===== src/hca_params.svh =====
// Purpose: constants of the heater current alarm compare block
// Assumes: currents in tenths of an ampere, 16-bit unsigned
// Notes:   word-aligned register offsets on a byte address bus
`ifndef HCA_PARAMS_SVH
`define HCA_PARAMS_SVH

`define HCA_CLK_MHZ          100
`define HCA_MIN_IVL_MS       100

`define HCA_AMPS_ZERO        16'h0000
`define HCA_AMPS_FULL        16'h01F4
`define HCA_AMPS_RANGE       16'h0226
`define HCA_AMPS_OVER        16'hFFFF

`define HCA_RST_BURN_THR     16'h0000
`define HCA_RST_OC_THR       16'h01F4
`define HCA_RST_SHORT_THR    16'h01F4
`define HCA_RST_CTRL         4'h0

`define HCA_OFS_CTRL         8'h00
`define HCA_OFS_BURN_THR     8'h04
`define HCA_OFS_OC_THR       8'h08
`define HCA_OFS_SHORT_THR_A  8'h0C
`define HCA_OFS_SHORT_THR_B  8'h10
`define HCA_OFS_STATUS       8'h14
`define HCA_OFS_MASK         8'h18
`define HCA_OFS_ALARM        8'h1C
`define HCA_OFS_LEAK_A       8'h20
`define HCA_OFS_LEAK_B       8'h24
`define HCA_OFS_HEAT_B       8'h28

`define HCA_CTRL_BURN_EN     0
`define HCA_CTRL_OC_EN       1
`define HCA_CTRL_SHORT_EN    2
`define HCA_CTRL_ALM1_ASSIGN 3

`define HCA_ALM_BURN         0
`define HCA_ALM_OC           1
`define HCA_ALM_SHORT_A      2
`define HCA_ALM_SHORT_B      3

`define HCA_SEL_NONE         2'h0
`define HCA_SEL_LEAK_A       2'h1
`define HCA_SEL_LEAK_B       2'h2
`define HCA_SEL_HEAT_B       2'h3

`endif


===== src/hca_pkg.sv =====
// Purpose: types and compare functions of the heater current alarm block
// Assumes: thresholds already clamped to the settable range
// Notes:   the two end values of a threshold force the result
`include "hca_params.svh"
package hca_pkg;

   typedef logic [15:0] hca_amps_t;
   typedef logic [3:0]  hca_alarms_t;

   // under-current compare with forced ends
   function automatic logic hca_below(input hca_amps_t cur, input hca_amps_t thr);
      if (thr == `HCA_AMPS_ZERO) begin
         return 1'b0;
      end
      if (thr == `HCA_AMPS_FULL) begin
         return 1'b1;
      end
      return cur < thr;
   endfunction : hca_below

   // over-current compare with forced ends, shared by overcurrent and short
   function automatic logic hca_above(input hca_amps_t cur, input hca_amps_t thr);
      if (thr == `HCA_AMPS_FULL) begin
         return 1'b0;
      end
      if (thr == `HCA_AMPS_ZERO) begin
         return 1'b1;
      end
      return cur > thr;
   endfunction : hca_above

   // reading shown to the operator, over-range replaces the number
   function automatic hca_amps_t hca_reading(input hca_amps_t cur);
      return (cur > `HCA_AMPS_RANGE) ? `HCA_AMPS_OVER : cur;
   endfunction : hca_reading

   // byte-lane merge of a bus write
   function automatic logic [31:0] hca_merge(input logic [31:0] old_v,
                                              input logic [31:0] new_v,
                                              input logic [3:0]  sel);
      logic [31:0] m;
      m = old_v;
      for (int i = 0; i < 4; i++) begin
         if (sel[i]) begin
            m[i*8 +: 8] = new_v[i*8 +: 8];
         end
      end
      return m;
   endfunction : hca_merge

endpackage : hca_pkg


===== src/hca_timing_if.sv =====
// Purpose: heating output timing between the alarm core and its interval timer
// Assumes: heat_on is a clean level in the core clock domain
// Notes:   long flags are registered in the timer
`timescale 1ns/1ns
interface hca_timing_if;
   logic heat_on;
   logic on_long;
   logic off_long;

   modport timer (input heat_on, output on_long, output off_long);
   modport user  (output heat_on, input on_long, input off_long);
endinterface : hca_timing_if


===== src/hca_interval.sv =====
// Purpose: measures how long the heating output has stayed on or off
// Assumes: heat_on synchronous to core_clk
// Notes:   counter saturates, so very long intervals stay qualified
`timescale 1ns/1ns
module hca_interval #(
   parameter logic [23:0] MIN_CYC = 24'h989680
) (
   input  wire logic    core_clk,
   input  wire logic    rst,
   hca_timing_if.timer  tif
);

   logic [23:0] cnt;
   logic        prev_on;
   logic        steady;

   assign steady = (tif.heat_on == prev_on);

   always_ff @(posedge core_clk) begin
      if (rst) begin
         prev_on <= 1'b0;
      end else begin
         prev_on <= tif.heat_on;
      end
   end

   // restart on every edge of the output
   always_ff @(posedge core_clk) begin
      if (rst) begin
         cnt <= 24'h000000;
      end else if (!steady) begin
         cnt <= 24'h000000;
      end else if (cnt <= MIN_CYC) begin
         cnt <= cnt + 24'h000001;
      end
   end

   // qualified only once the interval is strictly longer than the minimum
   always_ff @(posedge core_clk) begin
      if (rst) begin
         tif.on_long  <= 1'b0;
         tif.off_long <= 1'b0;
      end else begin
         tif.on_long  <= steady && tif.heat_on && (cnt >= MIN_CYC);
         tif.off_long <= steady && !tif.heat_on && (cnt >= MIN_CYC);
      end
   end

endmodule : hca_interval


===== src/hca_top.sv =====
// Purpose: heater burnout, overcurrent and short alarm compare with Wishbone registers
// Assumes: current samples in tenths of an ampere, valid for one cycle
// Notes:   channel b senses load current when on and leakage when off
//
// Behaviour
// - burnout alarm set when channel b current is below its threshold.
// - burnout threshold 0.0 forces alarm off, 50.0 forces it on.
// - overcurrent alarm set when channel b current exceeds its threshold.
// - overcurrent threshold 50.0 forces alarm off, 0.0 forces it on.
// - short alarm set when off-state leakage of a channel exceeds threshold.
// - short threshold 50.0 forces alarm off, 0.0 forces it on.
// - short thresholds settable 0.0 to 50.0 in tenths, reset to 50.0.
// - short evaluation skipped for off intervals of 100 ms or less.
// - leakage reading above 55.0 A shows the over-range code instead.
// - active short alarm lights lamp and flashes that channel's reading, channel a's if both are active.
// - short compare and leakage monitoring need enable and alarm 1 assigned.
// - burnout compare needs its enable and alarm 1 assigned.
// - overcurrent compare needs its enable and alarm 1 assigned.
// - burnout and overcurrent skipped for on intervals of 100 ms or less.
`timescale 1ns/1ns
`include "hca_params.svh"
module hca_top #(
   parameter int unsigned MIN_IVL_CYC = `HCA_MIN_IVL_MS * 1000 * `HCA_CLK_MHZ
) (
   input  wire logic        core_clk,
   input  wire logic        rst,
   input  wire logic        wb_cyc_i,
   input  wire logic        wb_stb_i,
   input  wire logic        wb_we_i,
   input  wire logic [7:0]  wb_adr_i,
   input  wire logic [3:0]  wb_sel_i,
   input  wire logic [31:0] wb_dat_i,
   output logic      [31:0] wb_dat_o,
   output logic             wb_ack_o,
   input  wire logic        sample_valid,
   input  wire logic        heat_output_on,
   input  wire logic [15:0] current_sensor_input_a,
   input  wire logic [15:0] current_sensor_input_b,
   output logic             alarm_out1,
   output logic             heater_alarm_lamp,
   output logic             display_flash,
   output logic      [1:0]  display_select,
   output logic      [15:0] leakage_reading_a,
   output logic      [15:0] leakage_reading_b,
   output logic             irq
);

   hca_timing_if tif ();

   hca_interval #(
      .MIN_CYC (24'(MIN_IVL_CYC))
   ) u_interval (
      .core_clk (core_clk),
      .rst      (rst),
      .tif      (tif.timer)
   );

   assign tif.heat_on = heat_output_on;

   logic [3:0]          ctrl;
   hca_pkg::hca_amps_t  burn_thr;
   hca_pkg::hca_amps_t  oc_thr;
   hca_pkg::hca_amps_t  short_thr_a;
   hca_pkg::hca_amps_t  short_thr_b;
   hca_pkg::hca_alarms_t alm;
   hca_pkg::hca_alarms_t alm_prev;
   hca_pkg::hca_alarms_t status;
   hca_pkg::hca_alarms_t mask;
   hca_pkg::hca_alarms_t next_status;
   hca_pkg::hca_alarms_t next_mask;
   hca_pkg::hca_amps_t  heat_reading_b;
   logic [31:0]         rd_mux;
   logic                wb_req;
   logic                wb_wr;
   logic                burn_run;
   logic                oc_run;
   logic                short_run;
   logic                eval_on;
   logic                eval_off;
   logic                oc_hit;
   logic                short_b_hit;

   assign wb_req    = wb_cyc_i && wb_stb_i && !wb_ack_o;
   assign wb_wr     = wb_req && wb_we_i;
   assign burn_run  = ctrl[`HCA_CTRL_BURN_EN] && ctrl[`HCA_CTRL_ALM1_ASSIGN];
   assign oc_run    = ctrl[`HCA_CTRL_OC_EN] && ctrl[`HCA_CTRL_ALM1_ASSIGN];
   assign short_run = ctrl[`HCA_CTRL_SHORT_EN] && ctrl[`HCA_CTRL_ALM1_ASSIGN];
   assign eval_on   = sample_valid && heat_output_on && tif.on_long;
   assign eval_off  = sample_valid && !heat_output_on && tif.off_long;

   // bus slave: ack one cycle after the request, dropped the cycle after
   always_ff @(posedge core_clk) begin
      if (rst) begin
         wb_ack_o <= 1'b0;
         wb_dat_o <= 32'h00000000;
      end else begin
         wb_ack_o <= wb_req;
         wb_dat_o <= (wb_req && !wb_we_i) ? rd_mux : 32'h00000000;
      end
   end

   // unmapped offsets read as zero and ignore writes
   always_comb begin
      rd_mux = 32'h00000000;
      unique case (wb_adr_i)
         `HCA_OFS_CTRL:        rd_mux = {28'h0000000, ctrl};
         `HCA_OFS_BURN_THR:    rd_mux = {16'h0000, burn_thr};
         `HCA_OFS_OC_THR:      rd_mux = {16'h0000, oc_thr};
         `HCA_OFS_SHORT_THR_A: rd_mux = {16'h0000, short_thr_a};
         `HCA_OFS_SHORT_THR_B: rd_mux = {16'h0000, short_thr_b};
         `HCA_OFS_STATUS:      rd_mux = {28'h0000000, status};
         `HCA_OFS_MASK:        rd_mux = {28'h0000000, mask};
         `HCA_OFS_ALARM:       rd_mux = {28'h0000000, alm};
         `HCA_OFS_LEAK_A:      rd_mux = {16'h0000, leakage_reading_a};
         `HCA_OFS_LEAK_B:      rd_mux = {16'h0000, leakage_reading_b};
         `HCA_OFS_HEAT_B:      rd_mux = {16'h0000, heat_reading_b};
         default:              rd_mux = 32'h00000000;
      endcase
   end

   always_ff @(posedge core_clk) begin
      if (rst) begin
         ctrl <= `HCA_RST_CTRL;
      end else if (wb_wr && wb_adr_i == `HCA_OFS_CTRL && wb_sel_i[0]) begin
         ctrl <= wb_dat_i[3:0];
      end
   end

   // thresholds: out-of-range writes are dropped, the old value stays
   function automatic hca_pkg::hca_amps_t thr_wr(input hca_pkg::hca_amps_t old_v);
      logic [31:0] m;
      m = hca_pkg::hca_merge({16'h0000, old_v}, wb_dat_i, wb_sel_i);
      return (m <= {16'h0000, `HCA_AMPS_FULL}) ? m[15:0] : old_v;
   endfunction : thr_wr

   always_ff @(posedge core_clk) begin
      if (rst) begin
         burn_thr    <= `HCA_RST_BURN_THR;
         oc_thr      <= `HCA_RST_OC_THR;
         short_thr_a <= `HCA_RST_SHORT_THR;
         short_thr_b <= `HCA_RST_SHORT_THR;
      end else if (wb_wr) begin
         if (wb_adr_i == `HCA_OFS_BURN_THR) begin
            burn_thr <= thr_wr(burn_thr);
         end
         if (wb_adr_i == `HCA_OFS_OC_THR) begin
            oc_thr <= thr_wr(oc_thr);
         end
         if (wb_adr_i == `HCA_OFS_SHORT_THR_A) begin
            short_thr_a <= thr_wr(short_thr_a);
         end
         if (wb_adr_i == `HCA_OFS_SHORT_THR_B) begin
            short_thr_b <= thr_wr(short_thr_b);
         end
      end
   end

   // alarms hold between qualified samples; disabling clears at once
   always_ff @(posedge core_clk) begin
      if (rst) begin
         alm <= 4'h0;
      end else begin
         if (!burn_run) begin
            alm[`HCA_ALM_BURN] <= 1'b0;
         end else if (eval_on) begin
            alm[`HCA_ALM_BURN] <= hca_pkg::hca_below(current_sensor_input_b,
                                                     burn_thr);
         end
         if (!oc_run) begin
            alm[`HCA_ALM_OC] <= 1'b0;
         end else if (eval_on) begin
            alm[`HCA_ALM_OC] <= hca_pkg::hca_above(current_sensor_input_b,
                                                   oc_thr);
         end
         if (!short_run) begin
            alm[`HCA_ALM_SHORT_A] <= 1'b0;
            alm[`HCA_ALM_SHORT_B] <= 1'b0;
         end else if (eval_off) begin
            alm[`HCA_ALM_SHORT_A] <= hca_pkg::hca_above(current_sensor_input_a,
                                                        short_thr_a);
            alm[`HCA_ALM_SHORT_B] <= hca_pkg::hca_above(current_sensor_input_b,
                                                        short_thr_b);
         end
      end
   end

   // monitors follow every off-state sample while short_run is set, even short intervals
   always_ff @(posedge core_clk) begin
      if (rst) begin
         leakage_reading_a <= `HCA_AMPS_ZERO;
         leakage_reading_b <= `HCA_AMPS_ZERO;
      end else if (sample_valid && !heat_output_on && short_run) begin
         leakage_reading_a <= hca_pkg::hca_reading(current_sensor_input_a);
         leakage_reading_b <= hca_pkg::hca_reading(current_sensor_input_b);
      end
   end

   always_ff @(posedge core_clk) begin
      if (rst) begin
         heat_reading_b <= `HCA_AMPS_ZERO;
      end else if (sample_valid && heat_output_on && (burn_run || oc_run)) begin
         heat_reading_b <= hca_pkg::hca_reading(current_sensor_input_b);
      end
   end

   // operator outputs, one cycle behind the alarm flops
   always_ff @(posedge core_clk) begin
      if (rst) begin
         alarm_out1        <= 1'b0;
         heater_alarm_lamp <= 1'b0;
         display_flash     <= 1'b0;
         display_select    <= `HCA_SEL_NONE;
      end else begin
         alarm_out1        <= |alm;
         heater_alarm_lamp <= |alm;
         display_flash     <= |alm;
         if (alm[`HCA_ALM_SHORT_A]) begin
            display_select <= `HCA_SEL_LEAK_A;
         end else if (alm[`HCA_ALM_SHORT_B]) begin
            display_select <= `HCA_SEL_LEAK_B;
         end else if (alm[`HCA_ALM_BURN] || alm[`HCA_ALM_OC]) begin
            display_select <= `HCA_SEL_HEAT_B;
         end else begin
            display_select <= `HCA_SEL_NONE;
         end
      end
   end

   // sticky events: a new rise wins over a same-cycle clear
   always_comb begin
      next_status = status;
      if (wb_wr && wb_adr_i == `HCA_OFS_STATUS && wb_sel_i[0]) begin
         next_status = status & ~wb_dat_i[3:0];
      end
      next_status = next_status | (alm & ~alm_prev);
   end

   always_ff @(posedge core_clk) begin
      if (rst) begin
         alm_prev <= 4'h0;
         status   <= 4'h0;
         irq      <= 1'b0;
      end else begin
         alm_prev <= alm;
         status   <= next_status;
         irq      <= |(next_status & next_mask);
      end
   end

   // irq reads next_mask, so a mask write shows at the interrupt in step with mask
   always_comb begin
      next_mask = mask;
      if (wb_wr && wb_adr_i == `HCA_OFS_MASK && wb_sel_i[0]) begin
         next_mask = wb_dat_i[3:0];
      end
   end

   always_ff @(posedge core_clk) begin
      if (rst) begin
         mask <= 4'h0;
      end else begin
         mask <= next_mask;
      end
   end

   // plain compares, so the checks below do not reuse the design's functions
   assign oc_hit      = current_sensor_input_b > oc_thr;
   assign short_b_hit = current_sensor_input_b > short_thr_b;
endmodule : hca_top


===== config.mk =====
export PLATFORM = sky130hd
export DESIGN_NAME = hca_top
export DESIGN_NICKNAME = d
export VERILOG_FILES = /design/src/hca_pkg.sv /design/src/hca_timing_if.sv /design/src/hca_interval.sv /design/src/hca_top.sv
export VERILOG_INCLUDE_DIRS = /design/src /design/src/src
export SDC_FILE = /design/constraint.sdc
export NUM_CORES = 1
export LEC_CHECK = 0
export ABC_AREA = 1
export BUFFER_PORTS_ARGS = -buffer_cell sky130_fd_sc_hd__buf_2
export CORE_ASPECT_RATIO = 0.5
export CORE_MARGIN = 3
export CORE_UTILIZATION = 30
export DETAILED_ROUTE_END_ITERATION = 8
export GPL_ROUTABILITY_DRIVEN = 0
export GPL_TIMING_DRIVEN = 0
export PLACE_DENSITY_LB_ADDON = 0.12
export SYNTH_ARGS = -nofsm -noshare
export SYNTH_HDL_FRONTEND = slang
export SYNTH_SLANG_ARGS = --single-unit

===== constraint.sdc =====
create_clock -name core_clk -period 1.89 [get_ports core_clk]
set_clock_uncertainty 0.2 [all_clocks]
set_input_delay 0.0945 -clock core_clk [delete_from_list [all_inputs] [get_ports core_clk]]
set_output_delay 0.0945 -clock core_clk [all_outputs]
set_load 0.01 [all_outputs]

==> metrics.txt <==
Nets=~2000; Fin. Hold Viols=0; worst path required time=between 2000 and 2500 ps; Die Wd=around 270 microns; final slew viol count=0; filler cell count in the final layout=about 3800; Num CTS Buffers=17; Worst Tran Pin Value=slightly below 800 ps; die height=about 140 microns; CTS tree=yes; RSZ-0062 raised after global routing=true; root buffer cell=clkbuf_16; Mapped Avg Cell Area=~6.7 sq um; Cells after DPL=roughly 2200; outcome=finished with violations; Seq cells post-synth=180; dpl hpwl=about 33000 microns; H-tree depth=4; worst setup margin=-75.5 ps; vias=between 10000 and 15000; power per cell area=575 mW/mm^2; number of global-route vias before repair=between 10000 and 15000; crit path time final=slightly below 2000 ps; Detailed Routing Iterations Pass 1=6; Min-Delay Path Class=in2reg; antenna violations before repair=0; ANT cells=0; row cnt=48; Starting Density=30.7%; Max-cap violations=0; cell mode on critical path=inv_2; critical-path cell list=inv_2, nand4_1, inv_2, buf_4, nand3_2, nor3_4, nand2_2, nor2_4, nand2_1, nand3_1; critical path type=reg2reg; synth warn=0; Unique masters post-synth=42; Core Util, Final=between 40% and 50%; clk slew on worst S/H paths=70 ps; first-pass GRT wire length=64800 microns; WP buf/inv=3; Overflow after GRT=0; Critical Path Max Stage Delay=between 300 and 400 ps; Synth area leaders=dfxtp_1, nand2_1, inv_1; post-synth top area share=~34%; share of cells above drive strength 1=29.5%; Fmax achieved=approximately 510 MHz; Post-DRT Antenna Nets=0; setup violators final=37; Main synth FF type=dfxtp_1; Hold Slack=~25 ps; core area=0.0348 sq mm; failing checks=negative setup slack; Final Non-Filler Cells=approximately 2300; Critical-path top delay cell=dfxtp_2; clk_lat worst skew=between 400 and 500 ps; number of top-level pins=154; cell area after synthesis=between 0.01 and 0.015 sq mm; Sink Count=180; Post-synth ARST share=0%; Synth top cells by count=nand2_1, inv_1, dfxtp_1, nor2_1, a21oi_1; post-placement worst setup slack=-871 ps; DR iter-0 viols=~900; cell taking the most area after synthesis=dfxtp_1; Rel. slew slack=approximately 48%; Critical Path Fanout Max=5; register area share after synthesis=33.7%; Top delay family on crit path=simple AND/OR/NAND/NOR gates; critical path endpoint category=flop; Area Overhead vs Synth=37.1%; PortBufs=135; Leak Pwr=6.62 nW; Mapped Cells=~1600; CP arrival=about 2200 ps; Post-synth EDFFs=0; most numerous cell in the Yosys netlist=nand2_1; # DRC=0; wire per inst=~19 microns; Total Wirelength=roughly 44000 microns; largest net degree at the start of global routing=17; CTS max path bufs=2; total track usage=22.3%; die area=~0.038 sq mm; Worst setup SP type=flop; Final Cycle Share=104%; total power=between 0.008 and 0.009 W; Worst VDD drop=between 0.0005 and 0.0006 V; routed vias/inst=between 4 and 5
-- area by class of cell --
type	count	area, sq um	share of cell area, %
inverters	259	1000	6.85
clock inverters	10	124	0.844
flip-flops and latches	180	3680	25.1
multi-input cells	1107	6850	46.7
plain buffers	69	467	3.18
well taps	475	594	4.05
repair buffers	220	1480	10.1
clock buffers	22	464	3.16
-- path summary, 6_finish.rpt --
| kind | end | slack, ps | depth (start not counted) | start |
|---|---|---|---|---|
| max reg2reg | short_thr_a[6]$_SDFFE_PP1P_ | -80 | 10 | wb_ack_o$_SDFF_PP0_ |
| max | short_thr_a[6]$_SDFFE_PP1P_ | -80 | 10 | wb_ack_o$_SDFF_PP0_ |
| min reg2reg | burn_thr[12]$_SDFFE_PP0P_ | 250 | 2 | burn_thr[12]$_SDFFE_PP0P_ |
| min | leakage_reading_a[9]$_SDFFE_PP0P_ | 20 | 5 | current_sensor_input_a[13] |
-- logic make-up (layout without fill, tap and decap cells) --
kind of cell	count (synthesis)	count (layout)	share of synthesized area [%]
xor gates and xnor gates	21	21	1.72
DFF	180	180	33.7
other	1	16	0.0351
adders and majority gates	67	67	7.84
AOI/OAI and AO/OA	319	319	16.6
buffers and inverters	330	580	12.6
and+or+nand+nor	683	684	27.5
-- stage by stage --
step,instance area [sq um],TNS (ps)
2_1_floorplan,10800,0
3_3_place_gp,12000,-66970
3_5_place_dp,12000,-66060
4_1_cts,13400,-11.2
5_1_grt,14700,-5660
6_report,14700,-1240
-- flip-flops by register name (all words and copies together), names as in the netlist, 16 cells and up --
signal,count
short_thr_a,16
burn_thr,16
heat_reading_b,16
oc_thr,16
wb_dat_o,16
short_thr_b,16
leakage_reading_b,16
leakage_reading_a,16
u_interval.cnt,24
-- cells in the final DEF, fill, tap and decap left out, types with 50 or more instances in the layout --
cell type,Yosys,routed
buf_4,26,59
ha_1,67,50
a21oi_1,125,94
nor2_1,166,149
o21ai_0,100,70
buf_2,9,143
nand3_1,118,92
nand2_1,302,244
inv_1,255,200
dfxtp_1,180,137
-- power breakdown --
group / switching [W] / internal (W) / total [W]
Sequential: 0.00000609 / 0.00378 / 0.00378
Clock: 0.00171 / 0.00203 / 0.00375
Combinational: 0.000563 / 0.000334 / 0.000896
-- tightest hold or removal path: cells and delay by family --
family,cells,cell delay (ps)
buffers and inverters,1,110
and+or+nand+nor,3,180
AOI/OAI and AO/OA,1,240
-- timing repair --
| action | CTS | global route |
|---|---|---|
| gates resized for setup | 115 | 321 |
| hold endpoints to repair | 71 | 1 |
| gates cloned | 1 | 6 |
| pin swaps | 12 | 39 |
| hold buffers | 41 | 1 |
| setup buffers | 13 | 24 |
| endpoints found under the setup margin | 151 | 155 |
-- layer usage --
metal	track usage, %	part of all wire (%)
met4	4.91	1.4
met1	31.6	48
met5	0	0
met2	35.7	45
met3	3.48	5.4
No activity file was read; power rests on OpenSTA's default activity.
